## config.mk

```make
export PLATFORM = sky130hd
export DESIGN_NAME = xpmc_ctrl
export DESIGN_NICKNAME = d
export VERILOG_FILES = /design/src/hdl/xpmc_pkg.sv /design/src/hdl/xpmc_ctrl.sv /design/src/hdl/xpmc_fifo.sv
export SDC_FILE = /design/constraint.sdc
export NUM_CORES = 1
export LEC_CHECK = 0
export BUFFER_PORTS_ARGS = -buffer_cell sky130_fd_sc_hd__clkbuf_2
export CAP_MARGIN = 20
export CORE_MARGIN = 5
export CORE_UTILIZATION = 50
export CTS_CLUSTER_SIZE = 12
export DETAILED_ROUTE_END_ITERATION = 6
export GPL_TIMING_DRIVEN = 0
export PLACE_DENSITY = 0.69
export REMOVE_ABC_BUFFERS = 1
export SKIP_CTS_REPAIR_TIMING = 1
export SYNTH_ARGS = -nofsm -noshare
export SYNTH_HDL_FRONTEND = slang
export SYNTH_HIERARCHICAL = 1
export SYNTH_SLANG_ARGS = --single-unit
```

## constraint.sdc

```tcl
create_clock -name clock -period 4.15 [get_ports clock]
set_clock_uncertainty 0.2 [all_clocks]
set_input_delay 0.2075 -clock clock [delete_from_list [all_inputs] [get_ports clock]]
set_output_delay 0.2075 -clock clock [all_outputs]
set_load 0.01 [all_outputs]
```

## src/hdl/xpmc_pkg.sv

```systemverilog
// Purpose: Shared constants and types for the PAD mode controller
// Assumes: 8-bit terminal characters, 50 MHz clock
// Notes: Commands arrive already decoded from a command line buffer
package xpmc_pkg;
   localparam int unsigned CHAR_W = 8;
   localparam int unsigned FIFO_DEPTH = 16;
   localparam int unsigned LINE_MAX = 128;
   localparam int unsigned PKT_MAX = 256;
   localparam int unsigned WIN_MAX = 7;
   localparam int unsigned SEQ_MOD = 8;
   localparam logic [7:0] RECALL_DEF = 8'h10;
   localparam logic [7:0] CH_CR = 8'h0D;
   localparam logic [7:0] CH_PLUS = 8'h2B;
   localparam logic [7:0] CH_STAR = 8'h2A;
   localparam int unsigned ESC_LEN = 3;

   // Top-level operating modes
   typedef enum logic [2:0] {
      XPMC_AT, XPMC_CMD, XPMC_CIP, XPMC_DATA
   } xpmc_mode_e;

   // Decoded command codes from the line parser
   typedef enum logic [2:0] {
      XPMC_C_NONE, XPMC_C_SEL, XPMC_C_CLR, XPMC_C_RESUME,
      XPMC_C_HANGUP, XPMC_C_SAVE, XPMC_C_OTHER, XPMC_C_BAD
   } xpmc_cmd_e;

   // Service signals sent to the terminal
   typedef enum logic [2:0] {
      XPMC_R_NONE, XPMC_R_PROMPT, XPMC_R_COM, XPMC_R_CLRCONF,
      XPMC_R_ERROR, XPMC_R_ERR, XPMC_R_CLRERR
   } xpmc_resp_e;
endpackage : xpmc_pkg

```

## src/hdl/xpmc_ctrl.sv

```systemverilog
// What this block does
// - Exactly one of four PAD modes
// - Start in AT mode, command mode if autostart; select needs link
// - Stay connect-in-progress until call resolves or recall character is typed
// - Established call sends COM, enters data
// - Recall character escapes to command mode
// - One command after recall, then return, unless that command is clear or a select with link
// - Prompt asterisk on every command mode entry
// - Resume needs link, else ERROR
// - Autostart setting sampled only at restart
// - Escape +++ in command or data mode suspends PAD into AT mode
// - Clear disconnects, CLR CONF (CLR ERR once a recall from CIP has used its one command), stays command
// - D-packet subscription brings link up
// - One channel, modulo 8, 256 byte packets
// - Windows limited to seven outstanding
// - Save writes settings to nonvolatile store
// - Echo data and commands locally in every mode but AT
// - Reject lines over 128 characters
// - Invalid command answered with ERR
//
// Purpose: PAD mode controller and terminal character front end
// Assumes: Terminal bytes are on the clock domain; network flags are
//          asynchronous and synchronised here
// Notes: The packet engine sits outside; this block gates its window
`timescale 1ns/1ps
`default_nettype none
module xpmc_ctrl (
   input wire logic clock,
   input wire logic reset,
   input wire logic enable,
   input wire logic term_valid,
   input wire logic [7:0] term_data,
   output logic term_ready,
   input wire logic cmd_valid,
   input wire xpmc_pkg::xpmc_cmd_e cmd_code,
   input wire logic [7:0] recall_char,
   input wire logic autostart,
   input wire logic dpkt_subscribed,
   input wire logic link_up_pin,
   input wire logic call_ok_pin,
   input wire logic call_fail_pin,
   output logic link_request,
   output logic call_request,
   output logic clear_request,
   output logic save_request,
   output logic line_end,
   output logic line_overflow,
   output logic [7:0] echo_data,
   output logic echo_valid,
   output xpmc_pkg::xpmc_resp_e resp_code,
   output logic resp_valid,
   output logic [2:0] mode,
   output logic pkt_valid,
   input wire logic pkt_ready,
   output logic [7:0] pkt_data,
   input wire logic [3:0] link_outstanding,
   input wire logic [3:0] pkt_outstanding,
   output logic [2:0] send_seq,
   output logic window_open,
   output logic [8:0] pkt_len
);
   // ------
   // Input synchronisers
   // ------
   logic [1:0] link_s;
   logic [1:0] ok_s;
   logic [1:0] fail_s;
   logic link_up;
   logic call_ok;
   logic call_fail;

   always_ff @(posedge clock)
   begin
      if (reset)
      begin
         link_s <= '0;
         ok_s <= '0;
         fail_s <= '0;
      end
      else if (enable)
      begin
         link_s <= {link_s[0], link_up_pin};
         ok_s <= {ok_s[0], call_ok_pin};
         fail_s <= {fail_s[0], call_fail_pin};
      end
   end
   assign link_up = link_s[1];
   assign call_ok = ok_s[1];
   assign call_fail = fail_s[1];

   // ------
   // Character classification
   // ------
   xpmc_pkg::xpmc_mode_e state;
   xpmc_pkg::xpmc_mode_e next_state;
   xpmc_pkg::xpmc_mode_e ret_mode;
   logic one_shot;
   logic auto_seen;
   logic [1:0] plus_cnt;
   logic [7:0] line_cnt;
   logic fifo_in_ready;
   logic fifo_out_valid;
   logic prompt_due;
   logic take;
   logic is_recall;
   logic is_delim;
   logic is_plus;
   logic to_pkt;

   function automatic logic in_pad(input xpmc_pkg::xpmc_mode_e m);
      in_pad = (m == xpmc_pkg::XPMC_CIP) || (m == xpmc_pkg::XPMC_DATA);
   endfunction : in_pad

   assign term_ready = fifo_in_ready;
   assign take = enable && term_valid && fifo_in_ready;
   assign is_recall = in_pad(state) && (term_data == recall_char);
   assign is_delim = (term_data == xpmc_pkg::CH_CR)
      || (term_data == xpmc_pkg::CH_PLUS);
   assign is_plus = (term_data == xpmc_pkg::CH_PLUS);
   // Recall characters and all pluses stay out of the packet stream
   assign to_pkt = take && (state == xpmc_pkg::XPMC_DATA)
      && !is_recall && !is_plus;

   // ------
   // Mode machine
   // ------
   always_comb
   begin
      next_state = state;
      case (state)
         xpmc_pkg::XPMC_AT:
         begin
            if (!auto_seen && autostart)
            begin
               next_state = xpmc_pkg::XPMC_CMD;
            end
            else if (cmd_valid && cmd_code == xpmc_pkg::XPMC_C_RESUME
               && link_up)
            begin
               next_state = xpmc_pkg::XPMC_CMD;
            end
         end
         xpmc_pkg::XPMC_CMD:
         begin
            if (take && plus_cnt == 2'(xpmc_pkg::ESC_LEN - 1) && is_plus)
            begin
               next_state = xpmc_pkg::XPMC_AT;
            end
            else if (cmd_valid)
            begin
               case (cmd_code)
                  xpmc_pkg::XPMC_C_SEL:
                     next_state = link_up ? xpmc_pkg::XPMC_CIP
                        : (one_shot ? ret_mode : state);
                  xpmc_pkg::XPMC_C_CLR:
                     next_state = xpmc_pkg::XPMC_CMD;
                  default:
                     next_state = one_shot ? ret_mode : state;
               endcase
            end
         end
         xpmc_pkg::XPMC_CIP:
         begin
            if (take && is_recall)
            begin
               next_state = xpmc_pkg::XPMC_CMD;
            end
            else if (call_ok)
            begin
               next_state = xpmc_pkg::XPMC_DATA;
            end
            else if (call_fail)
            begin
               next_state = xpmc_pkg::XPMC_CMD;
            end
         end
         xpmc_pkg::XPMC_DATA:
         begin
            if (take && is_recall)
            begin
               next_state = xpmc_pkg::XPMC_CMD;
            end
            else if (take && plus_cnt == 2'(xpmc_pkg::ESC_LEN - 1)
               && is_plus)
            begin
               next_state = xpmc_pkg::XPMC_AT;
            end
         end
         default:
            next_state = xpmc_pkg::XPMC_AT;
      endcase
   end

   always_ff @(posedge clock)
   begin
      if (reset)
      begin
         state <= xpmc_pkg::XPMC_AT;
      end
      else if (enable)
      begin
         state <= next_state;
      end
   end
   assign mode = state;

   // Autostart is looked at once after each restart only
   always_ff @(posedge clock)
   begin
      if (reset)
      begin
         auto_seen <= 1'b0;
      end
      else if (enable)
      begin
         auto_seen <= 1'b1;
      end
   end

   // Recall arms a single command, then the old mode returns, unless it is clear or a select with link
   always_ff @(posedge clock)
   begin
      if (reset)
      begin
         one_shot <= 1'b0;
         ret_mode <= xpmc_pkg::XPMC_DATA;
      end
      else if (enable)
      begin
         if (take && is_recall)
         begin
            one_shot <= 1'b1;
            ret_mode <= state;
         end
         else if (state == xpmc_pkg::XPMC_CMD && cmd_valid)
         begin
            one_shot <= 1'b0;
         end
      end
   end

   // Escape counter; any other character restarts it
   always_ff @(posedge clock)
   begin
      if (reset)
      begin
         plus_cnt <= '0;
      end
      else if (enable && take)
      begin
         // Restart after a full escape so the next +++ is seen again
         plus_cnt <= is_plus && plus_cnt != 2'(xpmc_pkg::ESC_LEN - 1)
            ? plus_cnt + 2'd1 : 2'd0;
      end
   end

   // ------
   // Command line length check
   // ------
   always_ff @(posedge clock)
   begin
      if (reset)
      begin
         line_cnt <= '0;
         line_overflow <= 1'b0;
         line_end <= 1'b0;
      end
      else if (enable)
      begin
         line_end <= take && state == xpmc_pkg::XPMC_CMD && is_delim;
         if (take && state == xpmc_pkg::XPMC_CMD)
         begin
            if (is_delim)
            begin
               line_cnt <= '0;
               line_overflow <= 1'b0;
            end
            else if (line_cnt == 8'(xpmc_pkg::LINE_MAX))
            begin
               line_overflow <= 1'b1;
            end
            else
            begin
               line_cnt <= line_cnt + 8'd1;
            end
         end
      end
   end

   // ------
   // Responses, echo, network requests
   // ------
   always_ff @(posedge clock)
   begin
      if (reset)
      begin
         resp_code <= xpmc_pkg::XPMC_R_NONE;
         resp_valid <= 1'b0;
         prompt_due <= 1'b0;
         echo_valid <= 1'b0;
         echo_data <= '0;
         call_request <= 1'b0;
         clear_request <= 1'b0;
         save_request <= 1'b0;
      end
      else if (enable)
      begin
         resp_valid <= 1'b1;
         prompt_due <= 1'b0;
         resp_code <= xpmc_pkg::XPMC_R_NONE;
         call_request <= 1'b0;
         clear_request <= 1'b0;
         save_request <= 1'b0;
         echo_valid <= take && !is_recall && state != xpmc_pkg::XPMC_AT;
         echo_data <= term_data;
         if (state == xpmc_pkg::XPMC_AT && cmd_valid
            && cmd_code == xpmc_pkg::XPMC_C_RESUME && !link_up)
         begin
            resp_code <= xpmc_pkg::XPMC_R_ERROR;
         end
         else if (state == xpmc_pkg::XPMC_CIP && next_state
            == xpmc_pkg::XPMC_DATA)
         begin
            resp_code <= xpmc_pkg::XPMC_R_COM;
         end
         else if (state == xpmc_pkg::XPMC_CMD && cmd_valid
            && (cmd_code == xpmc_pkg::XPMC_C_BAD || line_overflow))
         begin
            resp_code <= xpmc_pkg::XPMC_R_ERR;
         end
         else if (state == xpmc_pkg::XPMC_CMD && cmd_valid
            && cmd_code == xpmc_pkg::XPMC_C_CLR)
         begin
            resp_code <= one_shot || ret_mode == xpmc_pkg::XPMC_DATA
               ? xpmc_pkg::XPMC_R_CLRCONF : xpmc_pkg::XPMC_R_CLRERR;
            clear_request <= 1'b1;
            prompt_due <= 1'b1;
         end
         else if (prompt_due || next_state == xpmc_pkg::XPMC_CMD
            && state != xpmc_pkg::XPMC_CMD)
         begin
            resp_code <= xpmc_pkg::XPMC_R_PROMPT;
         end
         else
         begin
            resp_valid <= 1'b0;
         end
         if (state == xpmc_pkg::XPMC_CMD && cmd_valid
            && cmd_code == xpmc_pkg::XPMC_C_SEL && link_up)
         begin
            call_request <= 1'b1;
         end
         if (cmd_valid && cmd_code == xpmc_pkg::XPMC_C_SAVE)
         begin
            save_request <= 1'b1;
         end
         if (state == xpmc_pkg::XPMC_AT && cmd_valid
            && cmd_code == xpmc_pkg::XPMC_C_HANGUP)
         begin
            clear_request <= 1'b1;
         end
      end
   end

   // Link stays requested while the D-packet service is subscribed
   always_ff @(posedge clock)
   begin
      if (reset)
      begin
         link_request <= 1'b0;
      end
      else if (enable)
      begin
         link_request <= dpkt_subscribed;
      end
   end

   // ------
   // Packet data path and window limits
   // ------
   always_ff @(posedge clock)
   begin
      if (reset)
      begin
         send_seq <= '0;
         pkt_len <= '0;
         window_open <= 1'b0;
      end
      else if (enable)
      begin
         window_open <= link_outstanding < 4'(xpmc_pkg::WIN_MAX)
            && pkt_outstanding < 4'(xpmc_pkg::WIN_MAX);
         if (to_pkt)
         begin
            if (pkt_len == 9'(xpmc_pkg::PKT_MAX - 1))
            begin
               pkt_len <= '0;
               send_seq <= 3'(send_seq + 3'd1);
            end
            else
            begin
               pkt_len <= pkt_len + 9'd1;
            end
         end
      end
   end

   // Valid while data waits and the window is open; valid and ready mean a beat only while enable is high
   assign pkt_valid = fifo_out_valid && window_open;

   // Data waits here while the network window is closed
   xpmc_fifo #(
      .WIDTH(xpmc_pkg::CHAR_W),
      .DEPTH(xpmc_pkg::FIFO_DEPTH)
   ) u_fifo (
      .clock(clock),
      .reset(reset),
      .enable(enable),
      .in_valid(to_pkt),
      .in_ready(fifo_in_ready),
      .in_data(term_data),
      .out_valid(fifo_out_valid),
      .out_ready(pkt_ready && window_open),
      .out_data(pkt_data)
   );

   // ------
   // Checks
   // ------
   prompt_on_entry_a: assert property (@(posedge clock) disable iff (reset)
      enable && state != xpmc_pkg::XPMC_CMD && next_state == xpmc_pkg::XPMC_CMD
      && !cmd_valid |=> resp_valid && resp_code == xpmc_pkg::XPMC_R_PROMPT)
      else $error("no prompt on command mode entry");
   recall_escape_a: assert property (@(posedge clock) disable iff (reset)
      enable && take && is_recall |=> state == xpmc_pkg::XPMC_CMD)
      else $error("recall did not reach command mode");
   recall_not_sent_a: assert property (@(posedge clock) disable iff (reset)
      take && is_recall |-> !to_pkt)
      else $error("recall entered packet stream");
   resume_no_link_a: assert property (@(posedge clock) disable iff (reset)
      enable && auto_seen && state == xpmc_pkg::XPMC_AT && cmd_valid
      && cmd_code == xpmc_pkg::XPMC_C_RESUME && !link_up
      |=> state == xpmc_pkg::XPMC_AT
      && resp_code == xpmc_pkg::XPMC_R_ERROR)
      else $error("resume without link left AT mode");
   com_on_connect_a: assert property (@(posedge clock) disable iff (reset)
      enable && state == xpmc_pkg::XPMC_CIP && !take && call_ok
      |=> state == xpmc_pkg::XPMC_DATA && resp_code == xpmc_pkg::XPMC_R_COM)
      else $error("COM missing on call established");
   clear_stays_cmd_a: assert property (@(posedge clock) disable iff (reset)
      enable && state == xpmc_pkg::XPMC_CMD && !take && cmd_valid
      && cmd_code == xpmc_pkg::XPMC_C_CLR
      |=> state == xpmc_pkg::XPMC_CMD && clear_request)
      else $error("clear did not stay in command mode");
   window_limit_a: assert property (@(posedge clock) disable iff (reset)
      enable && link_outstanding >= 4'(xpmc_pkg::WIN_MAX) |=> !window_open)
      else $error("window open at limit");
   packet_length_a: assert property (@(posedge clock) disable iff (reset)
      pkt_len < 9'(xpmc_pkg::PKT_MAX))
      else $error("packet length over limit");
   mode_legal_a: assert property (@(posedge clock) disable iff (reset)
      state inside {xpmc_pkg::XPMC_AT, xpmc_pkg::XPMC_CMD,
      xpmc_pkg::XPMC_CIP, xpmc_pkg::XPMC_DATA})
      else $error("illegal mode");
endmodule : xpmc_ctrl
`default_nettype wire

```

## src/hdl/xpmc_fifo.sv

```systemverilog
// Purpose: Synchronous FIFO with valid/ready on both sides
// Assumes: DEPTH is a power of two
// Notes: Full and empty come from a separate occupancy count
`timescale 1ns/1ps
`default_nettype none
module xpmc_fifo #(
   parameter int unsigned WIDTH = 8,
   parameter int unsigned DEPTH = 16
) (
   input wire logic clock,
   input wire logic reset,
   input wire logic enable,
   input wire logic in_valid,
   output logic in_ready,
   input wire logic [WIDTH-1:0] in_data,
   output logic out_valid,
   input wire logic out_ready,
   output logic [WIDTH-1:0] out_data
);
   localparam int unsigned AW = $clog2(DEPTH);
   logic [WIDTH-1:0] mem [DEPTH];
   logic [AW-1:0] wr_ptr;
   logic [AW-1:0] rd_ptr;
   logic [AW:0] count;
   logic push;
   logic pop;

   assign in_ready = (count != (AW+1)'(DEPTH));
   assign out_valid = (count != '0);
   assign out_data = mem[rd_ptr];
   assign push = enable && in_valid && in_ready;
   assign pop = enable && out_valid && out_ready;

   always_ff @(posedge clock)
   begin
      if (push)
      begin
         mem[wr_ptr] <= in_data;
      end
   end

   always_ff @(posedge clock)
   begin
      if (reset)
      begin
         wr_ptr <= '0;
         rd_ptr <= '0;
         count <= '0;
      end
      else
      begin
         if (push)
         begin
            wr_ptr <= wr_ptr + 1'b1;
         end
         if (pop)
         begin
            rd_ptr <= rd_ptr + 1'b1;
         end
         if (push && !pop)
         begin
            count <= count + 1'b1;
         end
         else if (pop && !push)
         begin
            count <= count - 1'b1;
         end
      end
   end
endmodule : xpmc_fifo
`default_nettype wire

```

==> results of run 1 <==
final cells by class:
class | instances | area (µm²) | share of cell area (%)
inverters | 17 | 63.8 | 0.636
multi-input cells | 381 | 3120 | 31.2
clock inverters | 6 | 23.8 | 0.237
diodes | 1 | 2.50 | 0.0250
well taps | 225 | 282 | 2.81
flip-flops and latches | 202 | 5330 | 53.1
clock buffers | 34 | 647 | 6.45
repair buffers | 95 | 558 | 5.56
power groups by stage:
stage / registers, mW / logic [mW] / clock network [mW]
CTS: 2.16 / 0.146 / 1.85
detailed placement: 2.20 / 0.145 / 0
finish: 2.16 / 0.150 / 1.80
floorplan: 2.20 / 0.0554 / 0
global placement: 2.20 / 0.138 / 0
global route: 2.16 / 0.167 / 1.95
worst max-delay path by stage:
| stage | end | from |
|---|---|---|
| global route | u_fifo/count[4]$_SDFFE_PP0P_ | mode[1]$_SDFFE_PP0P_ |
| finish | u_fifo/count[4]$_SDFFE_PP0P_ | mode[1]$_SDFFE_PP0P_ |
| global placement | u_fifo/count[4]$_SDFFE_PP0P_ | enable |
| detailed placement | u_fifo/count[4]$_SDFFE_PP0P_ | enable |
| floorplan | u_fifo/count[4]$_SDFFE_PP0P_ | u_fifo/count[0]$_SDFFE_PP0P_ |
| CTS | u_fifo/count[4]$_SDFFE_PP0P_ | u_fifo/count[0]$_SDFFE_PP0P_ |
sequential cells by signal, indices dropped and copies added (netlist names), 2 cells and up, named ones only:
name and flops:
pkt_len 9, u_fifo/count 5, u_fifo/rd_ptr 4, line_cnt 8, send_seq 3, fail_s 2
echo_data 8, mode 3, u_fifo/wr_ptr 4, ret_mode 3, ok_s 2, plus_cnt 2
link_s 2, resp_code 3, u_fifo/mem 128
logic make-up (layout without fill, tap and decap cells):
family / after synthesis / count (layout) / share of synthesized area (%)
AO/OA/AOI/OAI: 83 / 83 / 6.84
XOR/XNOR: 26 / 26 / 2.64
adder cells (fa/ha/maj): 15 / 15 / 2.26
buffers and inverters: 44 / 152 / 2.20
flip-flops: 202 / 202 / 61.7
multiplexers: 55 / 55 / 11.0
other: 0 / 1 / 0
AND/OR/NAND/NOR: 202 / 202 / 13.3
worst max-delay path, delay by kind of cell (launching register included):
| family | cells | cell delay [ns] |
|---|---|---|
| DFF | 1 | 0.64 |
| AOI/OAI and AO/OA | 4 | 0.76 |
| buffers and inverters | 1 | 0.11 |
| and+or+nand+nor | 5 | 1.15 |
| adders and majority gates | 2 | 0.55 |
| muxes | 1 | 0.35 |
metal layers:
metal / up-vias / GRT usage, % / wire length, µm / part of all wire (%)
met4: 0 / 4.85 / 386 / 2.1
met2: 175 / 30.6 / 8810 / 48
met1: 2701 / 24.8 / 7700 / 42
met3: 30 / 4.25 / 1350 / 7.4
li1: 2554 / - / - / -
met5: - / 0 / 0 / 0
stage by stage:
| stage | util (%) | total power [mW] | setup slack (ns) | cell area, µm² |
|---|---|---|---|---|
| after floorplan | - | 2.26 | 0.674 | 8500 |
| after global placement | 53.7 | 2.34 | -0.0121 | 9200 |
| after detailed placement | 54.0 | 2.34 | -0.170 | 9240 |
| after CTS | 57.9 | 4.15 | 0.0965 | 9910 |
| after global routing | 58.6 | 4.27 | -0.00642 | 10000 |
| final | 58.6 | 4.11 | 0.269 | 10000 |
cell usage in the layout (no fill, tap or decap), types with 6 or more instances in the layout:
master / Yosys / layout
nand2b_1: 6 / 6
and2_1: 15 / 15
mux4_2: 32 / 32
xnor2_1: 20 / 20
clkbuf_2: 0 / 82
a211oi_1: 8 / 8
ha_1: 14 / 14
inv_1: 17 / 17
o21ai_0: 8 / 8
xor2_1: 6 / 6
clkbuf_1: 13 / 8
nand3_1: 12 / 12
edfxtp_1: 128 / 128
mux2i_1: 22 / 22
a22oi_1: 18 / 18
a21oi_1: 25 / 25
dfxtp_1: 74 / 72
nand2_1: 34 / 34
nor2_2: 5 / 6
clkbuf_16: 0 / 23
nor2_1: 67 / 66
nor2b_1: 6 / 6
nand4_1: 6 / 6
dlygate4sd3_1: 0 / 10
==> impl_results.md, run 1 <==
- Initial antenna violation count: 0
- Comb power frac: around 3.7%
- PwrDens: approximately 410 mW/mm²
- Fmax: about 260 MHz
- Post-Synthesis Cells: 627
- Pleak: around 3.5 nW
- Hold Violations, Final: 4
- Synth Cell Area: about 0.0086 mm²
- Failing checks: negative hold slack
- Asr flop ratio synth: 0%
- Vias in the first global route: 5,545
- Critical-path cell list: nor2b_4 -> and2_4 -> nand3_1 -> nor2_2 -> nand2_1 -> a21oi_4 -> ha_1 -> inv_1 -> ha_1 -> a21oi_1 -> a211oi_1 -> a31oi_1 -> mux2_2
- Tot GR Track Use: ~18%
- Max-cap violations: 0
- Final Cycle Share: between 90 and 100%
- Worst reg2reg path depth: 13
- Synth Warn #: 6
- Ports: 83
- Setup_tns: 0 ns
- Clock sinks: ~200
- Main synth FF type: edfxtp_1
- Switching share of total power: roughly 20%
- H-tree depth: 1
- DR WL/cell: around 19 µm
- Final net count: 772
- Initial DRC Count: roughly 380
- Critical Path RT: roughly 4.3 ns
- Maximum VDD drop: roughly 240 µV
- HP Start: reset
- Num rows: 48
- Share of layout cells above drive strength 1: between 20% and 30%
- Slowest cell on the critical path: dfxtp_1
- Internal power: about 3.3 mW
- Starting Density: 50.4%
- Count leader, synth: edfxtp_1
- Detailed-route DRC error count: 0
- Worst skew pair latency: 0.49 ns
- Detailed Place HPWL: between 10 and 15 mm
- Final cell count without fillers: between 900 and 1,000
- First-pass GRT wire length: approximately 30 mm
- Core area: 0.0171 mm²
- FILL cells: between 1,000 and 1,500
- Switch Pwr: roughly 0.84 mW
- Crit path time final: 3.88 ns
- Synth cell types: 70
- Port bufs: 82
- Status: finished with violations
- Via-to-Cell Ratio: between 5 and 6
- Grt total ovfl: 0
- Part of the power in registers: a little over half
- Reg-to-Reg End: u_fifo/count[4]$_SDFFE_PP0P_
- Hold Path Class: in -> reg
- Clock power frac: 43.9%
- Synthesis-to-layout area growth: 16.2%
- Worst setup SP type: flop
- Critical path capture point type: flop
- Hold depth: 2
- Worst-Margin Slew: 0.964 ns
- Yosys top cell by area: edfxtp_1
- WHS Endpoint: resp_valid$_SDFFE_PP0P_
- Reg-to-reg startpoint: mode[1]$_SDFFE_PP0P_
- Synthesized flop and latch total: ~200
- 1st-pass router iterations: 5
- Clk Tree Root Cell: clkbuf_16
- EDFF count, synth: 128
- Seq/Total Area, Yosys: between 60% and 70%
- Post-Route WL: between 15 and 20 mm
- Final Max Slew Viols: 0
- Die W: between 100 and 150 µm
- Critical Path Most Common Cell: ha_1
- Synth top area share: 44.5%
- Worst-path maximum fanout: 13
- Slowest stage delay, CP: roughly 0.64 ns
- Final ANT Viol Nets: 0
- CTS tree: yes
- Area contributors post-synth: edfxtp_1 (45%), dfxtp_1 (17%), mux4_2 (8.4%)
- DIE HEIGHT: approximately 140 µm
- Via count: about 5,500
- Avg Cell Area, Syn: roughly 14 µm²
- Die area: 0.0200 mm²
- Rel. slew slack: between 30% and 40%
- Clock tree buffer depth: 3
- Top post-synthesis cells by count: edfxtp_1 (128), dfxtp_1 (74), nor2_1 (67), nand2_1 (34), mux4_2 (32)
- DP Cell Count: between 900 and 1,000
- WS Path Type: reg -> reg
- Gpl congestion: roughly 0.83
- Hold slack final: -0.0170 ns
- Reg-to-reg setup timing slack: ~0.27 ns
- Setup-failing EPs final: 0
- CTS Buf Count: 22
- Pin count of the biggest net entering global routing: 45
- Clock slew seen by the registers of the worst setup and hold paths: 0.06 ns
- CP arrival: roughly 4.1 ns
No activity file was read; power rests on OpenSTA's default activity.
==> run 2: changes to the inputs <==
- GPL_TIMING_DRIVEN: 0 -> unset
==> impl_results.md, run 2 (same netlist as run 1, synthesis figures left out) <==
- Port bufs: between 80 and 90
- Initial DRC Count: 323
- 1st-pass router iterations: 5
- Core area: 0.0171 mm²
- Gpl congestion: between 0.8 and 0.9
- Maximum VDD drop: about 260 µV
- Clock sinks: roughly 200
- DR WL/cell: about 20 µm
- Detailed-route DRC error count: 0
- FILL cells: roughly 1,400
- Vias in the first global route: about 5,700
- Final Cycle Share: between 90% and 100%
- Final Max Slew Viols: 0
- Final net count: roughly 800
- Via count: ~5,500
- First-pass GRT wire length: 31.5 mm
- Grt total ovfl: 0
- Hold Path Class: in -> reg
- Clock tree buffer depth: 3
- Critical Path RT: between 4 and 5 ns
- Die W: 141 µm
- Ports: 83
- Via-to-Cell Ratio: about 5.7
- GR Layer Usage met1: roughly a quarter
- Synthesis-to-layout area growth: 16.6%
- Met3 usage: ~3.9%
- PwrDens: ~400 mW/mm²
- Reg with most FFs: u_fifo/mem
- CTS Buf Count: 21
- Detailed Place HPWL: ~14 mm
- Most common cell after layout, fill and taps aside: edfxtp_1
- CP arrival: 4.07 ns
- Worst skew pair latency: roughly 0.48 ns
- Starting Density: between 50% and 60%
- Reg-to-reg setup timing slack: 0.23 ns
- Crit path time final: ~3.9 ns
- Critical path capture point type: flop
- Most frequent cells in the layout: edfxtp_1 (128), clkbuf_2 (84), dfxtp_1 (72), nor2_1 (66), nand2_1 (34)
- Worst setup SP type: flop
- Pleak: approximately 3.6 nW
- Max-cap violations: 0
- Worst-Margin Slew: 0.895 ns
- Setup_tns: 0 ns
- DIE HEIGHT: 141 µm
- H-tree depth: 1
- Hold depth: 1
- Num rows: 48
- GRT busiest layer: met2
- WS Path Type: reg -> reg
- ANT cells: 0
- Rel. slew slack: 40.3%
- Post-Route WL: 19.9 mm
- Initial antenna violation count: 0
- M2 GR Usage: between 30% and 40%
- Multi-input gate area: roughly 0.0031 mm²
- CTS tree: yes
- Tot GR Track Use: between 20 and 25%
- RSZ-0062 raised after global routing: no
- Die area: 0.0200 mm²
- Register area: around 0.0053 mm²
- Overall Power: 4.00 mW
- Share of layout cells above drive strength 1: about 25%
- Max reg flops: 128
- Pin count of the biggest net entering global routing: a little over 40
- Hold Violations, Final: 0
- Fmax: roughly 260 MHz
- Worst reg2reg path depth: 15
- Status: finished, final reports clean
- Clk Tree Root Cell: clkbuf_16
- Setup-failing EPs final: 0
- Top flop regs: u_fifo/mem (128), pkt_len (9)
- Final ANT Viol Nets: 0
- Clock slew seen by the registers of the worst setup and hold paths: 0.06 ns
- Worst-path maximum fanout: 7
run 2: final timing paths:
| kind | start | to |
|---|---|---|
| worst max-delay path | u_fifo/count[0]$_SDFFE_PP0P_ | u_fifo/count[3]$_SDFFE_PP0P_ |
| worst min register to register | auto_seen$_SDFFE_PP0P_ | auto_seen$_SDFFE_PP0P_ |
| worst max register to register | u_fifo/count[0]$_SDFFE_PP0P_ | u_fifo/count[3]$_SDFFE_PP0P_ |
| worst min-delay path | term_data[7] | u_fifo/mem[9][7]$_DFFE_PP_ |
run 2: metal layers:
metal | routed length, µm | part of all wire (%) | vias up
met5 | 0 | 0 | -
met1 | 8420 | 42 | 2763
met4 | 435 | 2.2 | 0
li1 | - | - | 2577
met2 | 9860 | 49 | 175
met3 | 1220 | 6.1 | 26
run 2: final cells by class:
type	count	area share, %
flip-flops and latches	202	53.0
multi-input cells	381	31.1
repair buffers	111	6.57
clock buffers	35	5.91
well taps	225	2.80
inverters	17	0.634
clock inverters	2	0.0746
run 2: report_power, final:
| group | leakage, nW | switching (mW) | internal (mW) |
|---|---|---|---|
| Clock | 0.294 | 0.707 | 0.970 |
| Sequential | 1.75 | 0.0121 | 2.15 |
| Combinational | 1.52 | 0.0993 | 0.0638 |
run 2: stage by stage:
| stage | hold slack (ns) | instances | worst slack [ns] | area [µm²] | utilization (%) |
|---|---|---|---|---|---|
| detailed placement | 0.249 | 923 | 0.259 | 9320 | 54.4 |
| global placement | 0.243 | 923 | 0.445 | 9320 | 54.4 |
| finish | 0.00802 | 973 | 0.234 | 10100 | 58.8 |
| floorplan | 0.0721 | 600 | 0.674 | 8500 | - |
| CTS | -0.250 | 960 | 0.239 | 9920 | 58.0 |
| global route | 0.0111 | 973 | 0.0228 | 10100 | 58.8 |
run 2: worst max-delay path, cell delays in order (launching register included):
cell and delay [ns]:
dfxtp_1 0.38, nor4_4 0.50, nand2_1 0.20, and3_1 0.27, and2_4 0.17, nand3_1 0.19
nor2_2 0.08, nand2_1 0.14, a21oi_4 0.08, ha_1 0.24, inv_1 0.17, ha_1 0.26
a21o_2 0.21, a21oi_1 0.19, nor4_1 0.08, or3_1 0.42
